## src/design/tbg_regs.svh

```systemverilog
/*
 * register map, bit positions and divider counts of the timer and baud block.
 * assumes a plain 4-bit register port with 8-bit data; included by bare name.
 */
`ifndef TBG_REGS_SVH
`define TBG_REGS_SVH

// register indices on the register port
`define TBG_A_TCTRL    4'h0
`define TBG_A_TMODE    4'h1
`define TBG_A_T0LO     4'h2
`define TBG_A_T0HI     4'h3
`define TBG_A_T1LO     4'h4
`define TBG_A_T1HI     4'h5
`define TBG_A_PWR      4'h6
`define TBG_A_SCTRL    4'h7
`define TBG_A_SDATA    4'h8
`define TBG_A_T2CTRL   4'h9
`define TBG_A_T2RLO    4'hA
`define TBG_A_T2RHI    4'hB
`define TBG_A_T2CLO    4'hC
`define TBG_A_T2CHI    4'hD

// timer control register bits
`define TBG_B_T1_FLAG  7
`define TBG_B_T1_RUN   6
`define TBG_B_T0_FLAG  5
`define TBG_B_T0_RUN   4

// timer mode register: timer 1 in the upper nibble, timer 0 in the lower
`define TBG_B_T1_GATE  7
`define TBG_B_T1_CNT   6
`define TBG_F_T1_MODE  5:4
`define TBG_B_T0_GATE  3
`define TBG_B_T0_CNT   2
`define TBG_F_T0_MODE  1:0

// power, serial and timer 2 control bits
`define TBG_B_BAUD_DBL 7
`define TBG_F_SMODE    7:6
`define TBG_B_REN      4
`define TBG_B_RX_DONE  0
`define TBG_B_RCLK     5
`define TBG_B_TX_CLOCK_SELECT     4
`define TBG_B_T2_RUN   2

// divider end counts and constants
`define TBG_DIV12_LAST 4'hB
`define TBG_DIV32_LAST 5'h1F
`define TBG_DIV16_LAST 5'h0F
`define TBG_BYTE_ONES  8'hFF
`define TBG_WORD_ONES  16'hFFFF
`define TBG_BYTE_ZERO  8'h00
`define TBG_PIN_IDLE   1'b1

`endif

```

## src/design/tbg_pkg.sv

```systemverilog
/*
 * types of the timer and baud block: timer modes and serial modes.
 * assumes nothing beyond a SystemVerilog compiler.
 */
package tbg_pkg;
   // timer operating modes, in field order
   typedef enum logic [1:0] {TBG_T_13BIT, TBG_T_16BIT, TBG_T_RELOAD8, TBG_T_SPLIT} tbg_tmode_t;
   // serial port modes, in field order
   typedef enum logic [1:0] {TBG_S_SHIFT, TBG_S_UART8, TBG_S_UART9F, TBG_S_UART9V} tbg_smode_t;
endpackage

```

## src/design/tbg_timer01_baud.sv

```systemverilog
/*
 * timers 0 and 1 with four modes, timer 2 baud generator and serial bit-rate ticks.
 * assumes a core register port on clk_i, pins from outside the clock domain,
 * and a serial port that consumes the bit ticks and start pulses.
 */
// Design decisions made here: the register addresses and strobed register access.
`timescale 1ns/1ps
`default_nettype none
`include "tbg_regs.svh"
module tbg_timer01_baud
   import tbg_pkg::*;
(
   // clock and reset
   input  wire logic       clk_i,
   input  wire logic       rst_n_i,
   // register port
   input  wire logic [3:0] addr_i,
   input  wire logic [7:0] wr_data_i,
   input  wire logic       wr_i,
   input  wire logic       rd_i,
   output var  logic [7:0] rd_data_o,
   // external pins
   input  wire logic       t0_count_pin_i,
   input  wire logic       t1_count_pin_i,
   input  wire logic       external_interrupt0_pin_i,
   input  wire logic       external_interrupt1_pin_i,
   input  wire logic       serial_rx_pin_i,
   // serial port logic
   input  wire logic       rx_done_i,
   output var  logic       timer0_overflow_flag_o,
   output var  logic       timer1_overflow_flag_o,
   output var  logic       tx_bit_tick_o,
   output var  logic       rx_bit_tick_o,
   output var  logic       tx_start_o,
   output var  logic       rx_start_o,
   output var  logic [7:0] tx_data_o
);

   // pin synchronisers: index 0 t0, 1 t1, 2 external_interrupt0_pin, 3 int1, 4 rx
   logic [4:0] pins;
   logic [4:0] sync1;
   logic [4:0] sync2;
   logic [4:0] sync3;
   logic [4:0] pin_level;
   logic [4:0] pin_prev;
   logic [4:0] pin_fall;

   assign pins = {serial_rx_pin_i, external_interrupt1_pin_i, external_interrupt0_pin_i,
                  t1_count_pin_i, t0_count_pin_i};

   // three flops per pin; a level is taken once the second and third agree
   generate
      for (genvar i = 0; i < 5; i++) begin : g_sync
         logic next_s1;
         logic next_s2;
         logic next_s3;
         logic next_lvl;
         always_comb begin
            next_s1  = pins[i];
            next_s2  = sync1[i];
            next_s3  = sync2[i];
            next_lvl = (sync2[i] == sync3[i]) ? sync3[i] : pin_level[i];
         end
         always_ff @(posedge clk_i or negedge rst_n_i) begin
            if (!rst_n_i) begin
               sync1[i]     <= `TBG_PIN_IDLE;
               sync2[i]     <= `TBG_PIN_IDLE;
               sync3[i]     <= `TBG_PIN_IDLE;
               pin_level[i] <= `TBG_PIN_IDLE;
               pin_prev[i]  <= `TBG_PIN_IDLE;
            end else begin
               sync1[i]     <= next_s1;
               sync2[i]     <= next_s2;
               sync3[i]     <= next_s3;
               pin_level[i] <= next_lvl;
               pin_prev[i]  <= pin_level[i];
            end
         end
         assign pin_fall[i] = pin_prev[i] & ~pin_level[i];
      end
   endgenerate

   // one count step: returns {overflow, high, low}
   function automatic logic [16:0] tbg_step(input tbg_tmode_t md, input logic [7:0] lo, input logic [7:0] hi);
      logic [13:0] c13;
      logic [16:0] c16;
      logic [8:0]  c8;
      c13 = {1'b0, hi, lo[4:0]} + 14'h1;
      c16 = {1'b0, hi, lo} + 17'h1;
      c8  = {1'b0, lo} + 9'h1;
      case (md)
         TBG_T_13BIT:   tbg_step = {c13[13], c13[12:5], lo[7:5], c13[4:0]}; // upper low bits left alone
         TBG_T_16BIT:   tbg_step = c16;
         TBG_T_RELOAD8: tbg_step = {c8[8], hi, c8[8] ? hi : c8[7:0]};       // reload, high kept
         default:       tbg_step = {c8[8], hi, c8[7:0]};
      endcase
   endfunction

   // software state and timers 0 and 1
   logic [7:0]  tmode;
   logic        tr0, tr1, tf0, tf1;
   logic [7:0]  tl0, th0, tl1, th1;
   logic        baud_dbl, ren, rx_flag, rclk, tx_clock_select, tr2;
   logic [1:0]  smode_bits;
   logic [7:0]  rcap_lo, rcap_hi;
   logic [7:0]  next_tmode, next_tl0, next_th0, next_tl1, next_th1, next_rcap_lo, next_rcap_hi, next_tx_data;
   logic        next_tr0, next_tr1, next_tf0, next_tf1;
   logic        next_baud_dbl, next_ren, next_rx_flag, next_rclk, next_tx_clock_select, next_tr2, next_tx_start;
   logic [1:0]  next_smode_bits;
   tbg_tmode_t  t0_mode, t1_mode;
   tbg_smode_t  smode;
   logic        t0_tick, t1_tick, t0hi_tick, t0_ovf, t1_ovf, split;
   logic [16:0] st0, st1;
   logic [8:0]  th0_inc;

   assign t0_mode = tbg_tmode_t'(tmode[`TBG_F_T0_MODE]);
   assign t1_mode = tbg_tmode_t'(tmode[`TBG_F_T1_MODE]);
   assign smode   = tbg_smode_t'(smode_bits);
   assign split   = (t0_mode == TBG_T_SPLIT);

   always_comb begin
      // gating and count source; no prescaler in front
      t0_tick   = tr0 && (!tmode[`TBG_B_T0_GATE] || pin_level[2])
                  && (tmode[`TBG_B_T0_CNT] ? pin_fall[0] : 1'b1);
      t1_tick   = tr1 && (!tmode[`TBG_B_T1_GATE] || pin_level[3])
                  && (tmode[`TBG_B_T1_CNT] ? pin_fall[1] : 1'b1)
                  && (t1_mode != TBG_T_SPLIT);                         // mode 3 holds timer 1
      t0hi_tick = split && tr1;                                        // split high byte counts cycles
      st0       = tbg_step(t0_mode, tl0, th0);
      st1       = tbg_step(t1_mode, tl1, th1);
      th0_inc   = {1'b0, th0} + 9'h1;
      t0_ovf    = t0_tick && st0[16];
      t1_ovf    = t1_tick && st1[16];
      next_tmode = tmode;
      next_tr0 = tr0;
      next_tr1 = tr1;
      next_tl0 = tl0;
      next_th0 = th0;
      next_tl1 = tl1;
      next_th1 = th1;
      next_baud_dbl = baud_dbl;
      next_smode_bits = smode_bits;
      next_ren = ren;
      next_rclk = rclk;
      next_tx_clock_select = tx_clock_select;
      next_tr2 = tr2;
      next_rcap_lo = rcap_lo;
      next_rcap_hi = rcap_hi;
      next_tx_data = tx_data_o;
      next_tx_start = 1'b0;
      next_tf0 = tf0;
      next_tf1 = tf1;
      next_rx_flag = rx_flag;
      // counting works from the present contents
      if (t0_tick) begin
         next_tl0 = st0[7:0];
         next_th0 = st0[15:8];
      end
      if (t0hi_tick) begin
         next_th0 = th0_inc[7:0];
      end
      if (t1_tick) begin
         next_tl1 = st1[7:0];
         next_th1 = st1[15:8];
      end
      // software writes override the count of the same cycle
      if (wr_i) begin
         case (addr_i)
            `TBG_A_TCTRL: begin
               next_tr0 = wr_data_i[`TBG_B_T0_RUN];
               next_tr1 = wr_data_i[`TBG_B_T1_RUN];
               next_tf0 = wr_data_i[`TBG_B_T0_FLAG];
               next_tf1 = wr_data_i[`TBG_B_T1_FLAG];
            end
            `TBG_A_TMODE:  next_tmode = wr_data_i;
            `TBG_A_T0LO:   next_tl0 = wr_data_i;
            `TBG_A_T0HI:   next_th0 = wr_data_i;
            `TBG_A_T1LO:   next_tl1 = wr_data_i;
            `TBG_A_T1HI:   next_th1 = wr_data_i;
            `TBG_A_PWR:    next_baud_dbl = wr_data_i[`TBG_B_BAUD_DBL];
            `TBG_A_SCTRL: begin
               next_smode_bits = wr_data_i[`TBG_F_SMODE];
               next_ren = wr_data_i[`TBG_B_REN];
               next_rx_flag = wr_data_i[`TBG_B_RX_DONE];
            end
            `TBG_A_SDATA: begin
               next_tx_data = wr_data_i;
               next_tx_start = 1'b1;                                   // any buffer write starts sending
            end
            `TBG_A_T2CTRL: begin
               next_rclk = wr_data_i[`TBG_B_RCLK];
               next_tx_clock_select = wr_data_i[`TBG_B_TX_CLOCK_SELECT];
               next_tr2 = wr_data_i[`TBG_B_T2_RUN];
            end
            `TBG_A_T2RLO:  next_rcap_lo = wr_data_i;
            `TBG_A_T2RHI:  next_rcap_hi = wr_data_i;
            default:       next_tmode = tmode;
         endcase
      end
      // hardware set wins over a software clear
      if (t0_ovf) begin
         next_tf0 = 1'b1;
      end
      if (split ? (t0hi_tick && th0_inc[8]) : t1_ovf) begin
         next_tf1 = 1'b1;
      end
      if (rx_done_i) begin
         next_rx_flag = 1'b1;
      end
   end

   always_ff @(posedge clk_i or negedge rst_n_i) begin
      if (!rst_n_i) begin
         tmode <= `TBG_BYTE_ZERO;
         tr0 <= 1'b0;
         tr1 <= 1'b0;
         tf0 <= 1'b0;
         tf1 <= 1'b0;
         tl0 <= `TBG_BYTE_ZERO;
         th0 <= `TBG_BYTE_ZERO;
         tl1 <= `TBG_BYTE_ZERO;
         th1 <= `TBG_BYTE_ZERO;
         baud_dbl <= 1'b0;
         smode_bits <= 2'h0;
         ren <= 1'b0;
         rx_flag <= 1'b0;
         rclk <= 1'b0;
         tx_clock_select <= 1'b0;
         tr2 <= 1'b0;
         rcap_lo <= `TBG_BYTE_ZERO;
         rcap_hi <= `TBG_BYTE_ZERO;
         tx_data_o <= `TBG_BYTE_ZERO;
         tx_start_o <= 1'b0;
      end else begin
         tmode <= next_tmode;
         tr0 <= next_tr0;
         tr1 <= next_tr1;
         tf0 <= next_tf0;
         tf1 <= next_tf1;
         tl0 <= next_tl0;
         th0 <= next_th0;
         tl1 <= next_tl1;
         th1 <= next_th1;
         baud_dbl <= next_baud_dbl;
         smode_bits <= next_smode_bits;
         ren <= next_ren;
         rx_flag <= next_rx_flag;
         rclk <= next_rclk;
         tx_clock_select <= next_tx_clock_select;
         tr2 <= next_tr2;
         rcap_lo <= next_rcap_lo;
         rcap_hi <= next_rcap_hi;
         tx_data_o <= next_tx_data;
         tx_start_o <= next_tx_start;
      end
   end

   assign timer0_overflow_flag_o = tf0;
   assign timer1_overflow_flag_o = tf1;

   // timer 2 baud generator and the twelve-cycle shift divider
   logic [15:0] t2_cnt, next_t2_cnt;
   logic        t2_half, next_t2_half, t2_inc, t2_ovf;
   logic [3:0]  div12, next_div12;
   logic        tick12;

   always_comb begin
      next_t2_half = t2_half;
      t2_inc = 1'b0;
      if (tr2 && (rclk || tx_clock_select)) begin
         next_t2_half = !t2_half;
         t2_inc = t2_half;                                             // one step per two clocks
      end
      t2_ovf = t2_inc && (t2_cnt == `TBG_WORD_ONES);
      next_t2_cnt = t2_cnt;
      if (t2_ovf) begin
         next_t2_cnt = {rcap_hi, rcap_lo};                             // reload gives 65536 minus reload
      end else if (t2_inc) begin
         next_t2_cnt = t2_cnt + 16'h1;
      end
      tick12 = (div12 == `TBG_DIV12_LAST);
      next_div12 = tick12 ? 4'h0 : div12 + 4'h1;
   end

   always_ff @(posedge clk_i or negedge rst_n_i) begin
      if (!rst_n_i) begin
         t2_cnt <= 16'h0000;
         t2_half <= 1'b0;
         div12 <= 4'h0;
      end else begin
         t2_cnt <= next_t2_cnt;
         t2_half <= next_t2_half;
         div12 <= next_div12;
      end
   end

   // bit-rate dividers: index 0 transmit, 1 receive
   logic [1:0] bit_tick;
   generate
      for (genvar d = 0; d < 2; d++) begin : g_baud
         logic [4:0] cnt, next_cnt;
         logic       src, next_tick, use_t2;
         logic [4:0] last;
         always_comb begin
            use_t2 = (d == 0) ? tx_clock_select : rclk;
            case (smode)
               TBG_S_SHIFT: begin
                  src = tick12;
                  last = 5'h00;
               end
               TBG_S_UART9F: begin
                  src = 1'b1;
                  last = baud_dbl ? `TBG_DIV16_LAST : `TBG_DIV32_LAST;
               end
               default: begin                                          // variable rate modes
                  src = use_t2 ? t2_ovf : t1_ovf;
                  last = (use_t2 || baud_dbl) ? `TBG_DIV16_LAST : `TBG_DIV32_LAST;
               end
            endcase
            next_cnt = cnt;
            next_tick = 1'b0;
            if (src) begin
               next_tick = (cnt >= last);
               next_cnt = (cnt >= last) ? 5'h00 : cnt + 5'h01;
            end
         end
         always_ff @(posedge clk_i or negedge rst_n_i) begin
            if (!rst_n_i) begin
               cnt <= 5'h00;
               bit_tick[d] <= 1'b0;
            end else begin
               cnt <= next_cnt;
               bit_tick[d] <= next_tick;
            end
         end
      end
   endgenerate

   assign tx_bit_tick_o = bit_tick[0];
   assign rx_bit_tick_o = bit_tick[1];

   // receive start and register reads
   logic       rx_cond, next_rx_cond, next_rx_start;
   logic [7:0] next_rd_data;

   always_comb begin
      next_rx_cond = !rx_flag && ren;
      if (smode == TBG_S_SHIFT) begin
         next_rx_start = next_rx_cond && !rx_cond;
      end else begin
         next_rx_start = ren && pin_fall[4];                           // start bit
      end
      next_rd_data = `TBG_BYTE_ZERO;
      if (rd_i) begin
         case (addr_i)
            `TBG_A_TCTRL:  next_rd_data = {tf1, tr1, tf0, tr0, 4'h0};
            `TBG_A_TMODE:  next_rd_data = tmode;
            `TBG_A_T0LO:   next_rd_data = tl0;
            `TBG_A_T0HI:   next_rd_data = th0;
            `TBG_A_T1LO:   next_rd_data = tl1;
            `TBG_A_T1HI:   next_rd_data = th1;
            `TBG_A_PWR:    next_rd_data = {baud_dbl, 7'h00};
            `TBG_A_SCTRL:  next_rd_data = {smode_bits, 1'b0, ren, 3'h0, rx_flag};
            `TBG_A_SDATA:  next_rd_data = tx_data_o;
            `TBG_A_T2CTRL: next_rd_data = {2'h0, rclk, tx_clock_select, 1'b0, tr2, 2'h0};
            `TBG_A_T2RLO:  next_rd_data = rcap_lo;
            `TBG_A_T2RHI:  next_rd_data = rcap_hi;
            `TBG_A_T2CLO:  next_rd_data = t2_cnt[7:0];
            `TBG_A_T2CHI:  next_rd_data = t2_cnt[15:8];
            default:       next_rd_data = `TBG_BYTE_ZERO;
         endcase
      end
   end

   always_ff @(posedge clk_i or negedge rst_n_i) begin
      if (!rst_n_i) begin
         rx_cond <= 1'b0;
         rx_start_o <= 1'b0;
         rd_data_o <= `TBG_BYTE_ZERO;
      end else begin
         rx_cond <= next_rx_cond;
         rx_start_o <= next_rx_start;
         rd_data_o <= next_rd_data;
      end
   end

   // checks
   property p_t0_flag_set;
      @(posedge clk_i) disable iff (!rst_n_i) t0_ovf |=> timer0_overflow_flag_o;
   endproperty
   a_t0_flag_set: assert property (p_t0_flag_set) else $error("timer 0 overflow lost");

   property p_t0_gate;
      @(posedge clk_i) disable iff (!rst_n_i)
         (!tr0 && !t0hi_tick && !wr_i) |=> $stable(tl0);
   endproperty
   a_t0_gate: assert property (p_t0_gate) else $error("timer 0 counted while stopped");

   property p_t1_split_hold;
      @(posedge clk_i) disable iff (!rst_n_i)
         (t1_mode == TBG_T_SPLIT && !wr_i) |=> ($stable(tl1) && $stable(th1));
   endproperty
   a_t1_split_hold: assert property (p_t1_split_hold) else $error("timer 1 moved in mode 3");

   property p_t0_reload;
      @(posedge clk_i) disable iff (!rst_n_i)
         (t0_tick && t0_mode == TBG_T_RELOAD8 && tl0 == `TBG_BYTE_ONES && !wr_i)
         |=> (tl0 == $past(th0) && th0 == $past(th0));
   endproperty
   a_t0_reload: assert property (p_t0_reload) else $error("mode 2 reload wrong");

   property p_t0_mode0_upper;
      @(posedge clk_i) disable iff (!rst_n_i)
         (t0_mode == TBG_T_13BIT && !wr_i) |=> (tl0[7:5] == $past(tl0[7:5]));
   endproperty
   a_t0_mode0_upper: assert property (p_t0_mode0_upper) else $error("mode 0 touched upper bits");

   property p_tx_start;
      @(posedge clk_i) disable iff (!rst_n_i)
         (wr_i && addr_i == `TBG_A_SDATA) |=> (tx_start_o && tx_data_o == $past(wr_data_i));
   endproperty
   a_tx_start: assert property (p_tx_start) else $error("buffer write did not start");

   property p_shift_rate;
      @(posedge clk_i) disable iff (!rst_n_i)
         (tx_bit_tick_o && smode == TBG_S_SHIFT && $past(smode) == TBG_S_SHIFT)
         |-> ##12 (tx_bit_tick_o || smode != TBG_S_SHIFT);
   endproperty
   a_shift_rate: assert property (p_shift_rate) else $error("mode 0 rate not twelve");

   property p_t2_half;
      @(posedge clk_i) disable iff (!rst_n_i) (t2_inc && !t2_ovf) |=> !t2_inc ##1 $stable(t2_cnt);
   endproperty
   a_t2_half: assert property (p_t2_half) else $error("timer 2 stepped too fast");

   property p_rx_mode0;
      @(posedge clk_i) disable iff (!rst_n_i)
         rx_start_o |-> $past(ren);
   endproperty
   a_rx_mode0: assert property (p_rx_mode0) else $error("receive start without enable");

endmodule
`default_nettype wire

```

## config.mk

```make
export PLATFORM = sky130hd
export DESIGN_NAME = tbg_timer01_baud
export DESIGN_NICKNAME = d
export VERILOG_FILES = /design/src/design/tbg_pkg.sv /design/src/design/tbg_timer01_baud.sv
export VERILOG_INCLUDE_DIRS = /design/src /design/src/design
export SDC_FILE = /design/constraint.sdc
export NUM_CORES = 1
export LEC_CHECK = 0
export ABC_AREA = 1
export BUFFER_PORTS_ARGS = -buffer_cell sky130_fd_sc_hd__buf_2
export CAP_MARGIN = 0
export CORE_MARGIN = 1
export CORE_UTILIZATION = 67
export CTS_CLUSTER_SIZE = 25
export DETAILED_ROUTE_END_ITERATION = 7
export GPL_TIMING_DRIVEN = 0
export PLACE_DENSITY = 0.95
export SLEW_MARGIN = 20
export SYNTH_ARGS = -nofsm -noshare
export SYNTH_HDL_FRONTEND = slang
export SYNTH_SLANG_ARGS = --single-unit
```

## constraint.sdc

```tcl
create_clock -name clk_i -period 6.8 [get_ports clk_i]
set_clock_uncertainty 0.2 [all_clocks]
set_input_delay 0.68 -clock clk_i [delete_from_list [all_inputs] [get_ports clk_i]]
set_output_delay 0.68 -clock clk_i [all_outputs]
set_load 0.01 [all_outputs]
```

==> results.sh <==
export IMPL_vdd_ir_drop_max_mv=0.220
export IMPL_ys_warn_count=0
export IMPL_worst_setup_path_end_kind="flop"
export IMPL_hold_path_class="primary input to flop"
export IMPL_hold_path_depth=1
export IMPL_cp_max_fo=7
export IMPL_r2r_cells=9
export IMPL_synth_edf_count=0
export IMPL_hold_path_endpoint="g_sync[0].next_s2"
export IMPL_slowest_delay_ps=860
export IMPL_synthCells=1160
export IMPL_slew_headroom_pct=33.3
export IMPL_grt_overflow=0
export IMPL_post_dp_cell_area_um2=8930
export IMPL_crit_slowest_cell="o311ai_0"
export IMPL_n_antenna_cell=0
export IMPL_wl_per_cell_um=17.9
export IMPL_avgSynthCellArea_um2=7.30
export IMPL_syn_num_nets=1199
export IMPL_wirelength_um=25200
export IMPL_fin_cells=1405
export IMPL_cts_buffers=17
export IMPL_required_ps=6920
export IMPL_period_needed_ps=3050
export IMPL_stdcell_area_um2=9540
export IMPL_io_pins=44
export IMPL_period_share_pct=44.9
export IMPL_fillers=899
export IMPL_cts_resized=0
export IMPL_status="finished, final reports clean"
export IMPL_r2r_slack_ps=3750
export IMPL_crit_chain="nor2_1, inv_1, o211ai_1, ha_1, nand2_1, o311ai_0, a21oi_1, nand2_1, nand2_1"
export IMPL_timing_rr_end="g_baud[1].cnt[3]"
export IMPL_firstDrtPassIters=6
export IMPL_drv_slew=0
export IMPL_dp_cells=1372
export IMPL_crit_type="flop to flop"
export IMPL_syn_to_final_growth_pct=12.7
export IMPL_port_buffers=43
export IMPL_cts_path_max_buffers=2
export IMPL_clock_fmax_mhz=327
export IMPL_ys_flop_type="dfrtp_1"
export IMPL_hpwl_um=18000
export IMPL_synth_cell_type_count=45
export IMPL_max_slew_worst_pin_slew_ps=987
export IMPL_core_region_area_um2=12200
export IMPL_die_y_um=114
export IMPL_start_kind="flop"
export IMPL_routed_via_density=6.14
export IMPL_grt_setup_unrepaired="false"
export IMPL_vias=8621
export IMPL_grt_pass1_wl_um=40400
export IMPL_layout_nets=1263
export IMPL_worstPathArrival_ps=3180
export IMPL_layout_drive_gt1_share_pct=11.0
export IMPL_synth_area_um2=8460
export IMPL_drtIter0Drc=1315
export IMPL_postSynth_asyncResetShare_pct=100
export IMPL_route_detailed_drc=0
export IMPL_synth_seq_area_share_pct=42.6
export IMPL_die_area_um2=13100
export IMPL_maxCapViolations=0
export IMPL_ant_nets=0
export IMPL_clock_sinks=143
export IMPL_rows=40
export IMPL_grt_max_degree=85
export IMPL_cts_htree_levels=4
export IMPL_initial_core_util_pct=69.6
export IMPL_hold_start="t0_count_pin_i"
export IMPL_grt_pass1_vias=8146
export IMPL_antenna_found_initial=0
export IMPL_clk_pin_slew_ps=60
export IMPL_grt_use_total_pct=40.6
export IMPL_cts_root_buf="clkbuf_16"
export IMPL_r2r_start="smode[0]"
export IMPL_ys_seq_elements=143
export IMPL_crit_top_cell="nand2_1"
export IMPL_power_density_nw_per_um2=336
export IMPL_finalWeightedCongestion=1.01
export IMPL_final_hold_viol_count=0
export IMPL_power_leakage_nw=4.68
export IMPL_clock_latency_ps=440
export IMPL_setup_tns_ps=0
export IMPL_dieWidth_um=114
export IMPL_finalSetupViolCount=0
export IMPL_cts_tree="yes"
how the worst max path moves through the flow:
stage | start | end | slack, ps
finish | smode[0] | g_baud[1].cnt[3] | 3750
global route | smode[0] | g_baud[1].cnt[3] | 3490
CTS | smode[0] | g_baud[0].cnt[3] | 3660
detailed placement | smode[0] | g_baud[0].cnt[3] | 3650
global placement | rst_n_i | th0[1] | 2910
floorplan | smode[0] | g_baud[0].cnt[3] | 4330
kinds of logic after synthesis:
group	share of synthesized area, %
AOI/OAI and AO/OA	15.9
and+or+nand+nor	28.0
adders and majority gates	3.10
DFF	42.6
buffers and inverters	8.18
xor gates and xnor gates	2.28
flip-flops by register name, indices dropped and copies added, names as in the netlist, 3 cells and up:
name and cells:
g_baud.cnt 10, rd_data_o 8, div12 4, g_sync.next_s3 5
pin_level 5, pin_prev 3, sync3 5, rcap_hi 8
tl1 8, th1 8, t2_cnt 16, rcap_lo 8
g_sync.next_s2 5, tmode 8, tx_data_o 8, tl0 8
th0 8
layer usage:
metal	up-vias	GRT usage [%]	wire length, um
met5	-	0	0
li1	3941	-	-
met3	144	10.9	2710
met4	0	23.2	1410
met2	568	65.2	11700
met1	3968	49.8	9370
critical path, delay by kind of cell (launching register included):
kind,cells,cell delay [ps]
flip-flops,1,460
adder cells (fa/ha/maj),1,180
buffers and inverters,1,250
AND/OR/NAND/NOR,4,750
AO/OA/AOI/OAI,3,1100
cell usage in the layout, fill, tap and decap left out, types with 2 or more instances in the layout:
cell type	Yosys	layout
nand4_1	22	22
buf_2	6	48
nand3_2	2	2
o2111ai_1	2	2
or2_2	3	3
a21oi_1	59	59
nor3_4	2	2
xor2_1	17	17
o21a_1	3	3
nor3_1	16	16
a31oi_1	2	2
nand2_2	12	12
maj3_1	5	5
bufinv_16	0	2
a211oi_1	2	2
nand2_1	303	303
nand3_1	82	82
nor2_1	101	101
clkinv_4	0	3
nand3_4	2	2
clkbuf_16	0	17
o211ai_1	9	9
o21ai_0	120	120
dfrtp_1	120	120
clkbuf_1	13	13
dfstp_2	23	23
a22oi_1	6	6
xnor2_1	5	5
inv_1	158	158
o22ai_1	23	23
a21oi_2	2	2
inv_6	0	7
o21ai_1	4	4
nor2_2	2	2
o221ai_1	3	3
ha_1	17	17
power by group:
group	switching [W]	internal (W)	total, W	leakage [nW]
combinational	0.000642	0.000335	0.000977	2.61
sequential	0.000231	0.00105	0.00128	1.78
clock	0.000404	0.000551	0.000955	0.293
total	0.00128	0.00193	0.00321	4.68
per-stage QoR:
| step | power (W) | util [%] | setup slack, ps | hold slack, ps |
|---|---|---|---|---|
| 3_3_place_gp | 0.00216 | 73.1 | 2910 | 146 |
| 2_1_floorplan | 0.00189 | - | 4330 | 145 |
| 6_report | 0.00321 | 78.4 | 3750 | 136 |
| 5_1_grt | 0.00337 | 78.4 | 3490 | 131 |
| 3_5_place_dp | 0.00220 | 73.4 | 3650 | 147 |
| 4_1_cts | 0.00317 | 78.4 | 3660 | 137 |
repair_timing:
| action | in CTS | in global routing |
|---|---|---|
| hold endpoints to repair | 58 | 0 |
| buffers inserted | 0 | 0 |
| hold buffers | 1 | 0 |
layout make-up:
cell class                      instances  area [um2]  area share [%]
Clock buffer                           17         425            4.46
Multi-Input combinational cell        836        4160            43.7
Tap cell                              168         210            2.20
Inverter                              160         601            6.30
Clock inverter                         15         176            1.85
Buffer                                 21        91.3           0.958
Timing Repair Buffer                   45         263            2.75
Sequential cell                       143        3610            37.8
Yosys cell counts (2+ instances only):
cell | number | area share [%]
nand2_1 | 303 | 13
inv_1 | 158 | 7.0
dfrtp_1 | 120 | 35
o21ai_0 | 120 | 7.1
nor2_1 | 101 | 4.5
nand3_1 | 82 | 4.8
a21oi_1 | 59 | 3.5
dfstp_2 | 23 | 7.1
o22ai_1 | 23 | 1.7
nand4_1 | 22 | 1.6
ha_1 | 17 | 2.5
xor2_1 | 17 | 1.8
nor3_1 | 16 | 0.95
clkbuf_1 | 13 | 0.58
nand2_2 | 12 | 0.89
o211ai_1 | 9 | 0.80
a22oi_1 | 6 | 0.53
buf_2 | 6 | 0.35
maj3_1 | 5 | 0.59
xnor2_1 | 5 | 0.52
o21ai_1 | 4 | 0.24
o21a_1 | 3 | 0.27
o221ai_1 | 3 | 0.31
or2_2 | 3 | 0.22
a211oi_1 | 2 | 0.18
a21oi_2 | 2 | 0.21
a31oi_1 | 2 | 0.15
nand3_2 | 2 | 0.24
nand3_4 | 2 | 0.41
nor2_2 | 2 | 0.15
nor3_4 | 2 | 0.38
o2111ai_1 | 2 | 0.21
o311ai_0 | 2 | 0.21
No activity file was read; power rests on OpenSTA's default activity.
